==> config.mk <==
export PLATFORM = sky130hd
export DESIGN_NAME = fet_gate_arbiter
export DESIGN_NICKNAME = d
export VERILOG_FILES = /design/src/verilog/fga_pkg.sv /design/src/verilog/fet_gate_arbiter.sv
export SDC_FILE = /design/constraint.sdc
export NUM_CORES = 1
export LEC_CHECK = 0
export ABC_AREA = 0
export BUFFER_PORTS_ARGS = -buffer_cell sky130_fd_sc_hd__buf_2
export CAP_MARGIN = 10
export CORE_ASPECT_RATIO = 1.2
export CORE_MARGIN = 2
export CORE_UTILIZATION = 60
export CTS_BUF_LIST = sky130_fd_sc_hd__clkbuf_8
export CTS_CLUSTER_DIAMETER = 40
export CTS_CLUSTER_SIZE = 24
export DETAILED_ROUTE_END_ITERATION = 8
export PLACE_DENSITY = 0.87
export SLEW_MARGIN = 25
export SYNTH_ARGS = -nofsm -noshare
export SYNTH_HDL_FRONTEND = slang
export SYNTH_SLANG_ARGS = --single-unit
==> constraint.sdc <==
create_clock -name clk -period 3.1 [get_ports clk]
set_input_delay 0.155 -clock clk [delete_from_list [all_inputs] [get_ports clk]]
set_output_delay 0.155 -clock clk [all_outputs]
set_load 0.02 [all_outputs]
==> src/verilog/fga_pkg.sv <==
package fga_pkg;

  // ****************************************
  // timing
  // ****************************************
  localparam int CLK_MHZ              = 50;          // device clock rate
  localparam int OVR_DELAY_US         = 7000;        // enable and disable qualify time
  localparam int OVR_FULL             = 10;          // counter full range in samples
  localparam int OVR_SAMPLE_CYC       = OVR_DELAY_US * CLK_MHZ / OVR_FULL;
  localparam int OVR_HI_PCT           = 70;          // enable point, percent
  localparam int OVR_LO_PCT           = 30;          // disable point, percent
  localparam logic [3:0] OVR_MAX      = 4'(OVR_FULL);
  localparam logic [3:0] OVR_HI       = 4'(OVR_FULL * OVR_HI_PCT / 100);
  localparam logic [3:0] OVR_LO       = 4'(OVR_FULL * OVR_LO_PCT / 100);
  localparam int CSEL_DEG_US          = 1000;        // cell select deglitch time
  localparam int CSEL_DEG_CYC         = CSEL_DEG_US * CLK_MHZ;

  // ****************************************
  // cell select levels and counts
  // ****************************************
  localparam logic [1:0] CSEL_LOW     = 2'h0;        // below low level
  localparam logic [1:0] CSEL_MID     = 2'h1;        // within mid level
  localparam logic [1:0] CSEL_HIGH    = 2'h2;        // above high level
  localparam logic [2:0] CELLS_3      = 3'h3;
  localparam logic [2:0] CELLS_4      = 3'h4;
  localparam logic [2:0] CELLS_5      = 3'h5;
  localparam logic [4:0] CELL_MASK_3  = 5'h07;
  localparam logic [4:0] CELL_MASK_4  = 5'h0f;
  localparam logic [4:0] CELL_MASK_5  = 5'h1f;

  // state comparator modes
  typedef enum logic [1:0] {FGA_CMP_OFF, FGA_CMP_CHG_DET, FGA_CMP_DSG_DET} fga_cmp_t;

endpackage

==> src/verilog/fet_gate_arbiter.sv <==
module fet_gate_arbiter
  import fga_pkg::*;
#(
  parameter int OVR_SAMPLE = OVR_SAMPLE_CYC,  // cycles between override samples
  parameter int CSEL_DEG   = CSEL_DEG_CYC     // cell select deglitch cycles
) (
  input  wire logic       clk,
  input  wire logic       rstn,
  input  wire logic       charge_override_in,      // sampled level, 1 = enabled
  input  wire logic       discharge_override_in,   // sampled level, 1 = enabled
  input  wire logic [1:0] cell_count_select,       // quantised select level
  input  wire logic       cell_high_voltage_fault,
  input  wire logic [4:0] cell_low_voltage_raw,    // per-cell low voltage flags
  input  wire logic       open_wire_fault,
  input  wire logic       charge_hot_fault,
  input  wire logic       charge_cold_fault,
  input  wire logic       discharge_hot_fault,
  input  wire logic       discharge_cold_fault,
  input  wire logic       discharge_overcurrent_1,
  input  wire logic       discharge_overcurrent_2,
  input  wire logic       short_circuit_discharge,
  input  wire logic       charge_overcurrent_fault,
  input  wire logic       deep_sleep_mode,
  input  wire logic       balancing_active,
  input  wire logic       sense_above_chg_thr,     // sense above charge threshold
  input  wire logic       sense_above_chg_hys,     // sense above charge thr minus hys
  input  wire logic       sense_below_dsg_thr,     // sense at or below discharge thr
  input  wire logic       sense_below_dsg_hys,     // sense at or below discharge thr plus hys
  output logic            charge_gate_drive,
  output logic            discharge_gate_drive,
  output logic            discharge_prot_enable,   // enables overcurrent 1/2 and short
  output logic            charge_prot_enable,      // charge overcurrent protection enable
  output fga_cmp_t        state_cmp_mode,
  output logic [2:0]      cell_count,
  output logic            cell_low_voltage_fault
);

  // ****************************************
  // override qualification
  // ****************************************
  logic [31:0] samp_cnt_r;                         // sample period timer
  logic        samp_tick;                          // one sample per period
  logic [3:0]  ovr_cnt_r [2];                      // 0 = charge, 1 = discharge
  logic        ovr_en_r  [2];                      // qualified enabled state
  logic [1:0]  ovr_raw;

  assign samp_tick = (samp_cnt_r == 32'(OVR_SAMPLE - 1));
  assign ovr_raw   = {discharge_override_in, charge_override_in};

  // sample period divider
  always_ff @(posedge clk) begin
    if (!rstn) begin
      samp_cnt_r <= 32'h0;
    end else begin
      samp_cnt_r <= samp_tick ? 32'h0 : samp_cnt_r + 32'h1;
    end
  end

  genvar gi;
  generate
    for (gi = 0; gi < 2; gi++) begin : g_ovr
      logic [3:0] cnt_nxt;
      assign cnt_nxt = !samp_tick ? ovr_cnt_r[gi] :
                       ovr_raw[gi] ? ((ovr_cnt_r[gi] == OVR_MAX) ? OVR_MAX
                                                                 : ovr_cnt_r[gi] + 4'h1) :
                       ((ovr_cnt_r[gi] == 4'h0) ? 4'h0 : ovr_cnt_r[gi] - 4'h1);
      // counter value update
      always_ff @(posedge clk) begin
        if (!rstn) begin
          ovr_cnt_r[gi] <= 4'h0;
        end else begin
          ovr_cnt_r[gi] <= cnt_nxt;
        end
      end
      always_ff @(posedge clk) begin
        if (!rstn) begin
          ovr_en_r[gi] <= 1'b0;   // drives off until qualified at power-up
        end else if (ovr_cnt_r[gi] > OVR_HI) begin
          ovr_en_r[gi] <= 1'b1;
        end else if (ovr_cnt_r[gi] < OVR_LO) begin
          ovr_en_r[gi] <= 1'b0;
        end
      end
    end
  endgenerate

  // ****************************************
  // cell count selection
  // ****************************************
  logic [1:0]  csel_last_r;                        // level seen last cycle
  logic [31:0] csel_cnt_r;                         // persistence counter
  logic [2:0]  cell_count_r;
  logic [4:0]  cell_mask;

  // decode used cells from the count into the low voltage mask
  function automatic logic [4:0] cells_to_mask(input logic [2:0] n);
    case (n)
      CELLS_3: cells_to_mask = CELL_MASK_3;
      CELLS_4: cells_to_mask = CELL_MASK_4;
      default: cells_to_mask = CELL_MASK_5;
    endcase
  endfunction

  function automatic logic [2:0] level_to_cells(input logic [1:0] lv);
    case (lv)
      CSEL_LOW: level_to_cells = CELLS_3;
      CSEL_MID: level_to_cells = CELLS_4;
      default:  level_to_cells = CELLS_5;
    endcase
  endfunction

  always_ff @(posedge clk) begin
    if (!rstn) begin
      csel_last_r  <= CSEL_HIGH;
      csel_cnt_r   <= 32'h0;
      cell_count_r <= CELLS_5;
    end else begin
      csel_last_r <= cell_count_select;
      if (cell_count_select != csel_last_r) begin
        csel_cnt_r <= 32'h0;
      end else if (csel_cnt_r < 32'(CSEL_DEG - 1)) begin
        csel_cnt_r <= csel_cnt_r + 32'h1;
      end else begin
        cell_count_r <= level_to_cells(csel_last_r);
      end
    end
  end

  assign cell_mask = cells_to_mask(cell_count_r);

  // ****************************************
  // gate arbitration
  // ****************************************
  logic uv_any;
  logic common_flt;                                // faults blocking both gates
  logic dsg_flt;                                   // discharge_gate_block sources
  logic chg_flt;                                   // charge_gate_block sources
  logic discharge_gate_block;
  logic charge_gate_block;
  logic dsg_on_r;                                  // comparator charge-seen latch
  logic chg_on_r;                                  // comparator discharge-seen latch
  logic dsg_nxt;
  logic chg_nxt;

  assign uv_any     = |(cell_low_voltage_raw & cell_mask);
  assign common_flt = open_wire_fault | discharge_hot_fault | discharge_cold_fault |
                      discharge_overcurrent_1 | discharge_overcurrent_2 |
                      short_circuit_discharge | charge_overcurrent_fault;
  assign dsg_flt    = uv_any | common_flt;
  assign chg_flt    = cell_high_voltage_fault | charge_hot_fault | charge_cold_fault |
                      common_flt;
  // upper stack faults arrive via overrides
  assign discharge_gate_block = dsg_flt | !ovr_en_r[1];
  assign charge_gate_block    = chg_flt | !ovr_en_r[0];

  always_comb begin
    dsg_nxt = 1'b0;
    if (sense_above_chg_thr) begin
      dsg_nxt = 1'b1;
    end else if (sense_above_chg_hys) begin
      dsg_nxt = dsg_on_r;
    end
  end

  always_comb begin
    chg_nxt = 1'b0;
    if (sense_below_dsg_thr) begin
      chg_nxt = 1'b1;
    end else if (sense_below_dsg_hys) begin
      chg_nxt = chg_on_r;
    end
  end

  logic body_dsg;                                  // discharge gate via comparator
  logic body_chg;                                  // charge gate via comparator
  logic dsg_drive_nxt;
  logic chg_drive_nxt;
  fga_cmp_t cmp_nxt;

  assign body_dsg = discharge_gate_block && !charge_gate_block && dsg_on_r;
  assign body_chg = charge_gate_block && !discharge_gate_block && chg_on_r;

  assign dsg_drive_nxt = !deep_sleep_mode && (!discharge_gate_block || body_dsg);
  assign chg_drive_nxt = !deep_sleep_mode && (!charge_gate_block || body_chg);

  assign cmp_nxt = deep_sleep_mode ? FGA_CMP_OFF :
                   (charge_gate_block && !discharge_gate_block) ? FGA_CMP_DSG_DET :
                   (discharge_gate_block && !charge_gate_block) ? FGA_CMP_CHG_DET :
                   (!charge_gate_block && balancing_active) ? FGA_CMP_CHG_DET :
                   FGA_CMP_OFF;

  // comparator latches and registered outputs
  always_ff @(posedge clk) begin
    if (!rstn) begin
      dsg_on_r              <= 1'b0;
      chg_on_r              <= 1'b0;
      discharge_gate_drive  <= 1'b0;
      charge_gate_drive     <= 1'b0;
      discharge_prot_enable <= 1'b0;
      charge_prot_enable    <= 1'b1;
      state_cmp_mode        <= FGA_CMP_OFF;
      cell_count            <= CELLS_5;
      cell_low_voltage_fault<= 1'b0;
    end else begin
      dsg_on_r              <= dsg_nxt;
      chg_on_r              <= chg_nxt;
      discharge_gate_drive  <= dsg_drive_nxt;
      charge_gate_drive     <= chg_drive_nxt;
      discharge_prot_enable <= dsg_drive_nxt;
      charge_prot_enable    <= 1'b1;
      state_cmp_mode        <= cmp_nxt;
      cell_count            <= cell_count_r;
      cell_low_voltage_fault<= uv_any;
    end
  end

  // ****************************************
  // assertions
  // ****************************************
  property p_dsg_block;
    @(posedge clk) disable iff (!rstn)
      (deep_sleep_mode || (dsg_flt && charge_gate_block)) |=> !discharge_gate_drive;
  endproperty
  a_dsg_block: assert property (p_dsg_block)
    else $error("discharge gate on while blocked");

  property p_chg_block;
    @(posedge clk) disable iff (!rstn)
      (deep_sleep_mode || (chg_flt && discharge_gate_block)) |=> !charge_gate_drive;
  endproperty
  a_chg_block: assert property (p_chg_block)
    else $error("charge gate on while blocked");

  property p_prot;
    @(posedge clk) disable iff (!rstn)
      discharge_prot_enable == discharge_gate_drive;
  endproperty
  a_prot: assert property (p_prot)
    else $error("discharge protection mismatch");

  property p_cmp_on;
    @(posedge clk) disable iff (!rstn)
      (!deep_sleep_mode && charge_gate_block && !discharge_gate_block)
        |=> state_cmp_mode == FGA_CMP_DSG_DET;
  endproperty
  a_cmp_on: assert property (p_cmp_on)
    else $error("comparator not in discharge detect");

  property p_cmp_off;
    @(posedge clk) disable iff (!rstn)
      (charge_gate_block && discharge_gate_block) |=> state_cmp_mode == FGA_CMP_OFF;
  endproperty
  a_cmp_off: assert property (p_cmp_off)
    else $error("comparator on with both blocked");

  property p_body_chg;
    @(posedge clk) disable iff (!rstn)
      (!deep_sleep_mode && charge_gate_block && !discharge_gate_block && chg_on_r)
        |=> charge_gate_drive;
  endproperty
  a_body_chg: assert property (p_body_chg)
    else $error("charge gate not rescued");

  property p_body_dsg;
    @(posedge clk) disable iff (!rstn)
      (!deep_sleep_mode && discharge_gate_block && !charge_gate_block && dsg_on_r)
        |=> discharge_gate_drive;
  endproperty
  a_body_dsg: assert property (p_body_dsg)
    else $error("discharge gate not rescued");

  property p_ovr_en;
    @(posedge clk) disable iff (!rstn)
      (ovr_cnt_r[0] > OVR_HI) |=> ovr_en_r[0];
  endproperty
  a_ovr_en: assert property (p_ovr_en)
    else $error("override not enabled");

  property p_ovr_dis;
    @(posedge clk) disable iff (!rstn)
      (ovr_cnt_r[1] < OVR_LO) |=> !ovr_en_r[1];
  endproperty
  a_ovr_dis: assert property (p_ovr_dis)
    else $error("override not disabled");

  property p_sat;
    @(posedge clk) disable iff (!rstn)
      ovr_cnt_r[0] <= OVR_MAX && ovr_cnt_r[1] <= OVR_MAX;
  endproperty
  a_sat: assert property (p_sat)
    else $error("override counter overflow");

  // a glitch that leaves the count between the points must not flip the state
  property p_ovr_hold;
    @(posedge clk) disable iff (!rstn)
      (ovr_cnt_r[1] >= OVR_LO && ovr_cnt_r[1] <= OVR_HI) |=> $stable(ovr_en_r[1]);
  endproperty
  a_ovr_hold: assert property (p_ovr_hold)
    else $error("override state changed between points");

  property p_uv_mask;
    @(posedge clk) disable iff (!rstn)
      (cell_count_r == CELLS_3 && cell_low_voltage_raw[2:0] == 3'h0)
        |=> !cell_low_voltage_fault;
  endproperty
  a_uv_mask: assert property (p_uv_mask)
    else $error("unused cell raised low voltage");

  property p_cell_deg;
    @(posedge clk) disable iff (!rstn)
      (cell_count_select != csel_last_r) |=> $stable(cell_count_r);
  endproperty
  a_cell_deg: assert property (p_cell_deg)
    else $error("cell count changed on a moving select level");

endmodule // fet_gate_arbiter

; ---- After elaboration in Yosys (flattened, before gate mapping)
; Memory sizes are Yosys's and may differ from the RTL's.
; Cells that the tools add are included.
[classes]
mux = 39
eq_ne = 9
order_cmp = 5
reduce_logical = 23
n_mul = 0
n_bitwise = 22
shifts = 0
div_mod_pow = 0
addsub = 6
[ops]
columns = operator, count
row1 = "32-bit by 1-bit adder with 32-bit output, second input constant", 2
row2 = 4-bit two-way mux, 10
row3 = "32-bit by 16-bit equality test with 1-bit output, second input constant", 1
row4 = "32-bit by 16-bit less-than comparator with 1-bit output, second input constant", 1
row5 = 1-bit two-way mux, 26
row6 = 1-bit bitwise OR, 18
row7 = 5-bit one-hot mux with 2 select lines, 1
row8 = "4-bit by 1-bit adder with 4-bit output, second input constant", 2
row9 = "4-bit equality test, second input constant", 2
row10 = "4-bit by 3-bit greater-than comparator with 1-bit output, second input constant", 2
row11 = 4-bit logical NOT, 2
row12 = "4-bit by 2-bit less-than comparator with 1-bit output, second input constant", 2
row13 = "4-bit by 1-bit subtractor with 4-bit output, second input constant", 2
row14 = 1-bit logical AND, 7
row15 = 3-bit one-hot mux with 2 select lines, 1
row16 = 2-bit OR reduction, 3
row17 = 5-bit bitwise AND, 1
row18 = 1-bit logical NOT, 5
row19 = 5-bit OR reduction, 1
row20 = "2-bit != test, second input constant", 2
row21 = "3-bit by 2-bit equality test with 1-bit output, second input constant", 1
row22 = "3-bit equality test, second input constant", 1
row23 = 1-bit inverter, 3
row24 = 3-bit OR reduction, 1
row25 = 6 further kinds, 7
[totals]
latch_bits = 0
output_inout_bits = 10
ff_bits = 79
input_bits = 27
ram_bits = 10
mem_count = 2
rom_bits = 0
word_cells = 118
[memory_table]
columns = name, words, word_bits, rd, rd_clocked_by_memory_dff, write_ports, line_no
row1 = ovr_cnt_r, 2, 4, 2, 0, 2, fet_gate_arbiter.sv:43  ; logic [3:0] ovr_cnt_r [2];
row2 = ovr_en_r, 2, 1, 2, 0, 2, fet_gate_arbiter.sv:44  ; logic ovr_en_r [2];

; ---- Longest topological paths before layout
; Gate-level depths: netlist of run 1.
[depth]
depth_word = 13
depth_mapped = 8

; ---- Worst setup path after synthesis of run 1
; OpenSTA, ideal clock, no wires.
[synth_path]
path_kind = register -> register
from = register csel_cnt_r[0]
to = register cell_count_r[0]
stages_incl_launch_ff = 8
synth_period_minus_slack_ps = 2120
required_ps = 2979
t_arrival_ps = 2000
slack_ps = 980
path_cell_list = dfxtp_1 -> ha_1 -> nand3_1 -> a2111oi_2 -> or3_1 -> clkbuf_1 -> and3_1 -> mux2_2
[synth_via]
elab_chain_cells = 3
[synth_lines]
columns = item, line_no
row1 = "start, declared", fet_gate_arbiter.sv:91  ; logic [31:0] csel_cnt_r;
row2 = "start signal, assigned", fet_gate_arbiter.sv:122  ; csel_cnt_r <= csel_cnt_r + 32'h1;
row3 = 32-bit by 16-bit less-than comparator with 1-bit output, fet_gate_arbiter.sv:121  ; end else if (csel_cnt_r < 32'(CSEL_DEG - 1)) begin
row4 = 1-bit inverter (no line), --
row5 = 2-bit AND reduction (no line), --
row6 = "end signal, assigned", fet_gate_arbiter.sv:124  ; cell_count_r <= level_to_cells(csel_last_r);
row7 = "end, declared", fet_gate_arbiter.sv:92  ; logic [2:0] cell_count_r;
; Every way passes these cells.
; A chain may end at the register's enable or synchronous reset.

; ---- Final worst setup path of run 1
; Ends and elaborated chain as after synthesis.

==> results.sh, run 1 <==
export IMPL_avgSynthCellArea_sq_um=8.72
export IMPL_powerDensity_nw_per_um2=461
export IMPL_dieArea_sq_um=7340
export IMPL_cp_max_fo=17
export IMPL_ys_seq_area_frac=0.448
export IMPL_core_sq_um=6450
export IMPL_fin_crit_sh=0.791
export IMPL_layout_min_cycle_time_ns=2.45
export IMPL_met3_length_um=204
export IMPL_wl_met1_um=3360
export IMPL_top_layer="met4"
export IMPL_worstPathArrival_ns=2.71
export IMPL_clk_pin_slew_ns=0.10
export IMPL_fin_skew_ns=0.0120
export IMPL_hold_viol_final=0
export IMPL_synth_area_leader_cell="dfxtp_1"
export IMPL_grt_use_total=0.214
export IMPL_worst_slew_pin_slew_ns=0.606
export IMPL_hold_buffers=0
export IMPL_fmax_ghz=0.408
export IMPL_start_util=0.621
export IMPL_cts_root_buf="clkbuf_8"
export IMPL_fillCellCount=534
export IMPL_synth_edf_count=1
export IMPL_cts_resized=0
export IMPL_antenna_cells=0
export IMPL_final_common_cell="dfxtp_1"
export IMPL_grt_pass1_vias=3042
export IMPL_wl_per_cell_um=12.9
export IMPL_synth_area_leaders="dfxtp_1, xnor2_1, nor2_1, nand2_1, and2_1"
export IMPL_die_x_um=78.6
export IMPL_drive_gt1_frac=0.135
export IMPL_postSynthCellCount=459
export IMPL_cts_sinks=89
export IMPL_setup_viol=0
export IMPL_ys_warn_count=0
export IMPL_synth_area_sq_um=4000
export IMPL_drtIter0Drc=206
export IMPL_required_ns=3.35
export IMPL_ant_nets=0
export IMPL_final_cell_mix="dfxtp_1, nor2_1, nand2_1"
export IMPL_dieHeight_um=93.5
export IMPL_antenna_found_initial=0
export IMPL_core_rowCount=32
export IMPL_cts_tree="done"
export IMPL_drc_errors=0
export IMPL_irDropWorstVdd_uv=373
export IMPL_postCtsSetupRepairBufs=0
export IMPL_drt_wl_total_um=7400
export IMPL_whs_ns=0.0136
export IMPL_synth_cell_types=50
export IMPL_htree_num_levels=3
export IMPL_grt_max_degree=32
export IMPL_synthArstFlopShare=0
export IMPL_relSlewSlack=0.592
export IMPL_pin_count=37
export IMPL_outcome="finished clean"
export IMPL_cp_start_kind="flip-flop"
export IMPL_maxCapViolCount=0
export IMPL_endpoint_kind="flip-flop"
export IMPL_dpl_hpwl_um=5140
export IMPL_grt_pass1_wl_um=12800
export IMPL_rsz0062_at_grt="false"
export IMPL_ys_ff_latch=89
export IMPL_slew_viol_final=0
export IMPL_cts_made_buffers=9
export IMPL_dr_pass1_iters=5
export IMPL_gp_congestion=0.849
export IMPL_routed_via_density=5.70
export IMPL_synth_flop_cell="dfxtp_1"
export IMPL_area_growth_pct=9.54
export IMPL_clock_latency_ns=0.36
export IMPL_wl_met2_um=3700
export IMPL_r2r_slack_ns=0.65
export IMPL_timing_setup_tns_ns=0
export IMPL_nets=518
export IMPL_vias=3266
export IMPL_synth_top_area_frac=0.440
export IMPL_grt_overflow=0
export IMPL_io_buffer_count=35
export IMPL_syn_nets=494
export IMPL_path_class="reg2reg"
export IMPL_hp_class="in2reg"
export IMPL_cts_buffer_depth=2
export IMPL_leakagePower_nw=1.54
flip-flops by register name, indices dropped and copies added (netlist names):
name                    cells
csel_cnt_r                 32
csel_last_r                 2
samp_cnt_r                 32
state_cmp_mode              2
cell_count                  3
ovr_en_r                    2
ovr_cnt_r                   8
cell_count_r                3
discharge_prot_enable       1
cell_low_voltage_fault      1
chg_on_r                    1
dsg_on_r                    1
charge_gate_drive           1
synth_stat cells (2+ instances only):
cell type	count
inv_1	13
nand4b_1	2
nand3_1	21
nor3_1	11
xnor2_1	22
xor2_1	10
nor4b_1	3
mux2_2	4
buf_4	2
dfxtp_1	88
and4_1	4
and3_1	10
or3_1	8
nor2b_1	3
nand4_1	11
clkbuf_1	14
buf_2	6
or4b_1	2
nor3b_1	3
or4_1	9
and2_1	21
nand3b_1	3
o221a_2	2
a31o_2	2
a21oi_1	19
a21boi_1	3
nand2b_1	3
o211ai_1	5
or2_2	3
a211o_1	2
o31ai_1	4
a31oi_1	2
nor4_1	19
nor2_1	50
o21a_1	3
nand2_1	41
ha_1	8
o21ai_0	10
a211oi_1	2
per-stage QoR:
| stage | cell area (sq um) | instances | utilization | setup slack (ns) | power, mW |
|---|---|---|---|---|---|
| global route | 4380 | 573 | 0.680 | 0.401 | 2.09 |
| finish | 4380 | 573 | 0.680 | 0.647 | 2.02 |
| global placement | 4180 | 557 | 0.649 | 0.767 | 1.25 |
| detailed placement | 4180 | 557 | 0.649 | 0.634 | 1.25 |
| floorplan | 4000 | 459 | - | 0.980 | 1.23 |
| CTS | 4380 | 573 | 0.680 | 0.640 | 2.04 |
cells by family (layout without fill, tap and decap cells):
| logic type | after synthesis | in the layout | share of synthesized area |
|---|---|---|---|
| mux | 5 | 5 | 0.0138 |
| flops | 89 | 89 | 0.448 |
| buf+inv | 36 | 65 | 0.0394 |
| other cells | 1 | 1 | 0.000937 |
| fa+ha+maj | 8 | 8 | 0.0250 |
| simple gates | 229 | 229 | 0.305 |
| compound gates | 59 | 59 | 0.0979 |
| xor+xnor | 32 | 32 | 0.0700 |
worst paths after layout:
check	from	depth (start not counted)	endpoint
setup / recovery	csel_cnt_r[0]$_SDFFE_PP0N_	6	cell_count_r[0]$_SDFFE_PN1P_
hold / removal	cell_count_select[1]	2	csel_last_r[1]$_SDFF_PN1_
setup reg to reg	csel_cnt_r[0]$_SDFFE_PP0N_	6	cell_count_r[0]$_SDFFE_PN1P_
hold reg to reg	csel_cnt_r[31]$_SDFFE_PP0N_	1	csel_cnt_r[31]$_SDFFE_PP0N_
where the power goes:
group	total (mW)	switching, mW	internal, mW
Clock	0.793	0.416	0.377
Combinational	0.0674	0.0388	0.0286
Sequential	1.16	0.00699	1.15
routing by layer:
metal,up-vias,global-route usage
met5,-,0
met4,0,0.0994
met3,13,0.0299
met2,58,0.373
met1,1528,0.258
li1,1667,-
final cells by class:
type | count | area [sq um] | share of cell area
well taps | 85 | 106 | 0.0243
flip-flops and latches | 89 | 1790 | 0.409
clock inverters | 7 | 77.6 | 0.0177
inverters | 13 | 48.8 | 0.0111
multi-input cells | 334 | 2050 | 0.468
clock buffers | 9 | 124 | 0.0283
repair buffers | 36 | 183 | 0.0417
worst max-delay path, cell delays in order (launching register included):
cell	delay, ns
dfxtp_1	0.39
ha_1	0.18
nand3_1	0.16
a2111oi_2	0.51
or3_1	0.47
and3_1	0.30
mux2_2	0.35
No activity file was read; power rests on OpenSTA's default activity.
==> run 2: changes to the inputs <==
Settings changed: ABC_AREA 0 to 1, CORE_UTILIZATION 60 to 56, PLACE_DENSITY 0.87 to 0.85.
Clock period 3.1 ns to 2.2 ns, I/O delays scaled along.
==> results.sh, run 2 <==
export IMPL_outcome="finished clean"
export IMPL_endpoint_kind="flip-flop"
export IMPL_start_util=0.566
export IMPL_synth_area_leaders="dfxtp_1, nand2_1, nor2_1, inv_1, nand3_1"
export IMPL_p_switching_mw=0.640
export IMPL_fillCellCount=768
export IMPL_powerDensity_nw_per_um2=517
export IMPL_cp_max_fo=23
export IMPL_max_stage_delay_ns=0.40
export IMPL_hold_viol_final=0
export IMPL_fin_skew_ns=0.00963
export IMPL_stdcell_count=919
export IMPL_hp_class="in2reg"
export IMPL_p_comb_frac=0.039
export IMPL_synthArstFlopShare=0
export IMPL_dr_pass1_iters=5
export IMPL_cts_root_buf="clkbuf_8"
export IMPL_ys_warn_count=0
export IMPL_fin_crit_sh=0.883
export IMPL_synth_top_area_frac=0.367
export IMPL_synth_edf_count=1
export IMPL_seqPwrFrac=0.596
export IMPL_clkPwrFrac=0.365
export IMPL_setup_viol=0
export IMPL_maxCapViolCount=0
export IMPL_area_growth_pct=10.5
export IMPL_switching_share=0.234
export IMPL_grt_max_degree=24
export IMPL_synth_compound_area_share=0.0678
export IMPL_cts_tree="done"
export IMPL_core_rowCount=37
export IMPL_ant_nets=0
export IMPL_dieHeight_um=105
export IMPL_drtIter0Drc=226
export IMPL_routed_via_density=5.16
export IMPL_yosysMostFrequentCell="nand2_1"
export IMPL_timing_setup_tns_ns=0
export IMPL_yosys_area_share_adder=0.0209
export IMPL_io_buffer_count=35
export IMPL_ys_seq_area_frac=0.374
export IMPL_postSynthCellCount=753
export IMPL_pin_count=37
export IMPL_synth_area_sq_um=4800
export IMPL_synth_cell_types=28
export IMPL_yosys_mux_area_fraction=0
export IMPL_layout_min_cycle_time_ns=1.94
export IMPL_core_sq_um=8470
export IMPL_dp_cells=897
export IMPL_slew_viol_final=0
export IMPL_drc_errors=0
export IMPL_p_int_mw=2.10
export IMPL_grt_overflow=0
export IMPL_yosys_area_share_simple=0.414
export IMPL_worstPathArrival_ns=2.20
export IMPL_clk_pin_slew_ns=0.09
export IMPL_synth_top_family_by_area="simple AND/OR/NAND/NOR gates"
export IMPL_synthXorXnorAreaFrac=0.0292
export IMPL_htree_num_levels=3
export IMPL_r2r_slack_ns=0.26
export IMPL_clock_latency_ns=0.36
export IMPL_drive_gt1_frac=0.0960
export IMPL_final_common_cell="nand2_1"
export IMPL_grt_pass1_vias=4440
export IMPL_ys_ff_latch=89
export IMPL_cts_sinks=89
export IMPL_nets=832
export IMPL_cp_start_kind="flip-flop"
export IMPL_reg_top3="csel_cnt_r: 32 flops, samp_cnt_r: 32 flops, ovr_cnt_r: 8 flops"
export IMPL_rsz0062_at_grt="false"
export IMPL_synth_flop_cell="dfxtp_1"
export IMPL_antenna_cells=0
export IMPL_relSlewSlack=0.651
export IMPL_irDropWorstVdd_uv=254
export IMPL_final_cell_mix="nand2_1, nor2_1, inv_1"
export IMPL_cts_buffer_depth=2
export IMPL_antenna_found_initial=0
export IMPL_gp_congestion=1.01
export IMPL_fmax_ghz=0.515
export IMPL_leakagePower_nw=2.10
export IMPL_die_x_um=88.5
export IMPL_path_class="reg2reg"
export IMPL_crit_path_frequent_cell="nand2_4"
export IMPL_synth_common_cells="nand2_1, nor2_1, inv_1"
export IMPL_dpl_hpwl_um=8560
export IMPL_wl_per_cell_um=12.3
export IMPL_syn_nets=788
export IMPL_required_ns=2.46
export IMPL_worstPathCellList="ha_1 -> inv_1 -> nor2_1 -> nand3_1 -> nor2_4 -> nand2_4 -> nand2_4 -> buf_4 -> a21oi_1"
export IMPL_grt_pass1_wl_um=18300
export IMPL_critPathSlowestCell="dfxtp_1"
export IMPL_drt_wl_total_um=11300
export IMPL_postCtsSetupRepairBufs=0
export IMPL_dieArea_sq_um=9320
export IMPL_cts_made_buffers=9
export IMPL_grt_use_total=0.246
export IMPL_vias=4740
export IMPL_avgSynthCellArea_sq_um=6.37
export IMPL_worst_slew_pin_slew_ns=0.522
export IMPL_synth_area_leader_cell="dfxtp_1"
-- run 2: timing repair --
item,in CTS,in global routing
endpoints found under the setup margin,0,0
hold endpoints to repair,4,0
resized for setup,0,0
hold buffers,6,0
-- run 2: worst paths after layout --
| path | from | cells past startpoint | end |
|---|---|---|---|
| min reg2reg | csel_cnt_r[30]$_SDFFE_PP0N_ | 2 | csel_cnt_r[30]$_SDFFE_PP0N_ |
| max | samp_cnt_r[0]$_SDFF_PP0_ | 9 | samp_cnt_r[28]$_SDFF_PP0_ |
| min | rstn | 2 | csel_last_r[1]$_SDFF_PN1_ |
| max reg2reg | samp_cnt_r[0]$_SDFF_PP0_ | 9 | samp_cnt_r[28]$_SDFF_PP0_ |
-- run 2: layer usage --
layer	track usage	wire length, um
met1	0.268	4670
met2	0.432	5600
met3	0.0525	500
met4	0.133	520
met5	0	0
-- run 2: kinds of logic after synthesis --
logic type               after synthesis
AND/OR/NAND/NOR                      465
buffers and inverters                109
flip-flops                            89
AO/OA/AOI/OAI                         65
XOR/XNOR                              16
adder cells (fa/ha/maj)                8
other                                  1
-- run 2: layout make-up --
cell class,instances,area [sq um],share of cell area
Clock buffer,10,138,0.0260
Timing Repair Buffer,46,273,0.0515
Multi-Input combinational cell,555,2560,0.482
Tap cell,117,146,0.0276
Clock inverter,6,36.3,0.00684
Sequential cell,89,1790,0.338
Inverter,96,360,0.0680
-- run 2: through the flow --
step	hold WS [ns]	power, mW	cell area, sq um	util	worst slack [ns]
3_5_place_dp	0.328	1.77	5070	0.598	0.296
2_1_floorplan	0.206	1.73	4800	-	0.663
4_1_cts	0.0408	2.75	5300	0.626	0.266
5_1_grt	0.0548	2.84	5300	0.626	0.0949
3_3_place_gp	0.306	1.76	5070	0.598	0.388
6_report	0.0508	2.74	5300	0.626	0.257
-- run 2: critical path, delay by kind of cell, from the launching register on --
family          cells  cell delay [ns]
compound gates      1             0.05
fa+ha+maj           1             0.27
buf+inv             2             0.28
flops               1             0.40
simple gates        5             0.83
-- run 2: power groups by stage --
stage	sequential, mW	clock (mW)	combinational (mW)
6_report	1.63	1.00	0.106
5_1_grt	1.64	1.08	0.117
4_1_cts	1.63	1.02	0.105
3_5_place_dp	1.67	0	0.0957
3_3_place_gp	1.67	0	0.0911
2_1_floorplan	1.67	0	0.0591
==> run 3: changes to the inputs <==
Settings changed: RECOVER_POWER from default to 50.
==> results.sh, run 3 (synthesis results as in run 2) <==
export IMPL_grt_pass1_vias=4440
export IMPL_endpoint_kind="flip-flop"
export IMPL_dieHeight_um=105
export IMPL_crit_path_frequent_cell="nand2_4"
export IMPL_fmax_ghz=0.520
export IMPL_final_cell_mix="nand2_1, nor2_1, inv_1"
export IMPL_irDropWorstVdd_uv=254
export IMPL_core_sq_um=8470
export IMPL_vias=4738
export IMPL_slew_viol_final=0
export IMPL_cts_root_buf="clkbuf_8"
export IMPL_start_util=0.566
export IMPL_antenna_found_initial=0
export IMPL_area_growth_pct=10.1
export IMPL_rsz0062_at_grt="false"
export IMPL_leakagePower_nw=2.06
export IMPL_worstPathArrival_ns=2.18
export IMPL_gp_congestion=1.01
export IMPL_fin_util=0.624
export IMPL_outcome="finished clean"
export IMPL_dpl_hpwl_um=8560
export IMPL_die_x_um=88.5
export IMPL_dr_pass1_iters=4
export IMPL_relSlewSlack=0.652
export IMPL_clock_latency_ns=0.36
export IMPL_pin_count=37
export IMPL_cts_buffer_depth=2
export IMPL_fin_crit_sh=0.873
export IMPL_cts_sinks=89
export IMPL_nets=832
export IMPL_io_buffer_count=35
export IMPL_drtIter0Drc=235
export IMPL_routed_via_density=5.16
export IMPL_final_common_cell="nand2_1"
export IMPL_worst_slew_pin_slew_ns=0.521
export IMPL_cts_tree="done"
export IMPL_antenna_cells=0
export IMPL_fin_skew_ns=0.00964
export IMPL_timing_setup_tns_ns=0
export IMPL_ant_nets=0
export IMPL_hold_viol_final=0
export IMPL_required_ns=2.46
export IMPL_core_rowCount=37
export IMPL_max_stage_delay_ns=0.40
export IMPL_grt_max_degree=24
export IMPL_critPathSlowestCell="dfxtp_1"
export IMPL_reg_top3="csel_cnt_r: 32 flops, samp_cnt_r: 32 flops, ovr_cnt_r: 8 flops"
export IMPL_grt_pass1_wl_um=18300
export IMPL_whs_ns=0.0511
export IMPL_powerDensity_nw_per_um2=518
export IMPL_drc_errors=0
export IMPL_setup_viol=0
export IMPL_drive_gt1_frac=0.0810
export IMPL_dieArea_sq_um=9320
export IMPL_cp_max_fo=23
export IMPL_hp_class="in2reg"
export IMPL_clk_pin_slew_ns=0.09
export IMPL_postCtsSetupRepairBufs=0
export IMPL_cts_made_buffers=9
export IMPL_layout_min_cycle_time_ns=1.92
export IMPL_grt_overflow=0
export IMPL_worstPathCellList="ha_1 -> inv_1 -> nor2_1 -> nand3_1 -> nor2_4 -> nand2_4 -> nand2_4 -> buf_4 -> a21oi_1"
export IMPL_path_class="reg2reg"
export IMPL_maxCapViolCount=0
export IMPL_drt_wl_total_um=11300
export IMPL_cp_start_kind="flip-flop"
export IMPL_grt_use_total=0.246
export IMPL_htree_num_levels=3
export IMPL_wl_per_cell_um=12.3
run 3: cell type report:
cell class,count,area (sq um)
multi-input combinational,555,2550
inverter,96,360
fill,776,3190
tap,117,146
clock buffer,10,138
clock inverter,6,36.3
timing repair buffer,46,256
sequential,89,1790
run 3: power by group:
| part | total (mW) | internal [mW] | switching (mW) |
|---|---|---|---|
| registers | 1.63 | 1.62 | 0.0107 |
| logic | 0.104 | 0.0429 | 0.0611 |
| clock network | 1.00 | 0.433 | 0.567 |
| total | 2.74 | 2.10 | 0.639 |
run 3: metrics by stage:
stage | instance area, sq um | std cells | total power [mW] | setup slack (ns)
floorplan | 4800 | 753 | 1.73 | 0.663
global placement | 5070 | 897 | 1.76 | 0.388
detailed placement | 5070 | 897 | 1.77 | 0.296
CTS | 5300 | 919 | 2.75 | 0.266
global route | 5280 | 919 | 2.84 | 0.116
finish | 5280 | 919 | 2.74 | 0.278
run 3: final timing paths:
| check | start | endpoint | slack [ns] | cells after the start |
|---|---|---|---|---|
| max | samp_cnt_r[0]$_SDFF_PP0_ | samp_cnt_r[28]$_SDFF_PP0_ | 0.28 | 9 |
| min | rstn | csel_last_r[1]$_SDFF_PN1_ | 0.05 | 2 |
| min reg2reg | csel_cnt_r[30]$_SDFFE_PP0N_ | csel_cnt_r[30]$_SDFFE_PP0N_ | 0.43 | 2 |
| max reg2reg | samp_cnt_r[0]$_SDFF_PP0_ | samp_cnt_r[28]$_SDFF_PP0_ | 0.28 | 9 |
run 3: worst max-delay path: cells and delay by family (launching register included):
family                   cells  cell delay (ns)
adder cells (fa/ha/maj)      1             0.26
AO/OA/AOI/OAI                1             0.05
AND/OR/NAND/NOR              5             0.83
buffers and inverters        2             0.28
flip-flops                   1             0.40
run 3: metal layers:
layer,track usage,up-vias,part of all wire
met1,0.268,2098,0.41
met4,0.133,0,0.046
li1,-,2456,-
met2,0.432,140,0.49
met3,0.0525,44,0.046
met5,0,-,0
run 3: repair_timing:
action | CTS | global route
gates resized for setup | 0 | 0
setup endpoints to repair | 0 | 0
hold buffers | 6 | 0
hold endpoints to repair | 4 | 0
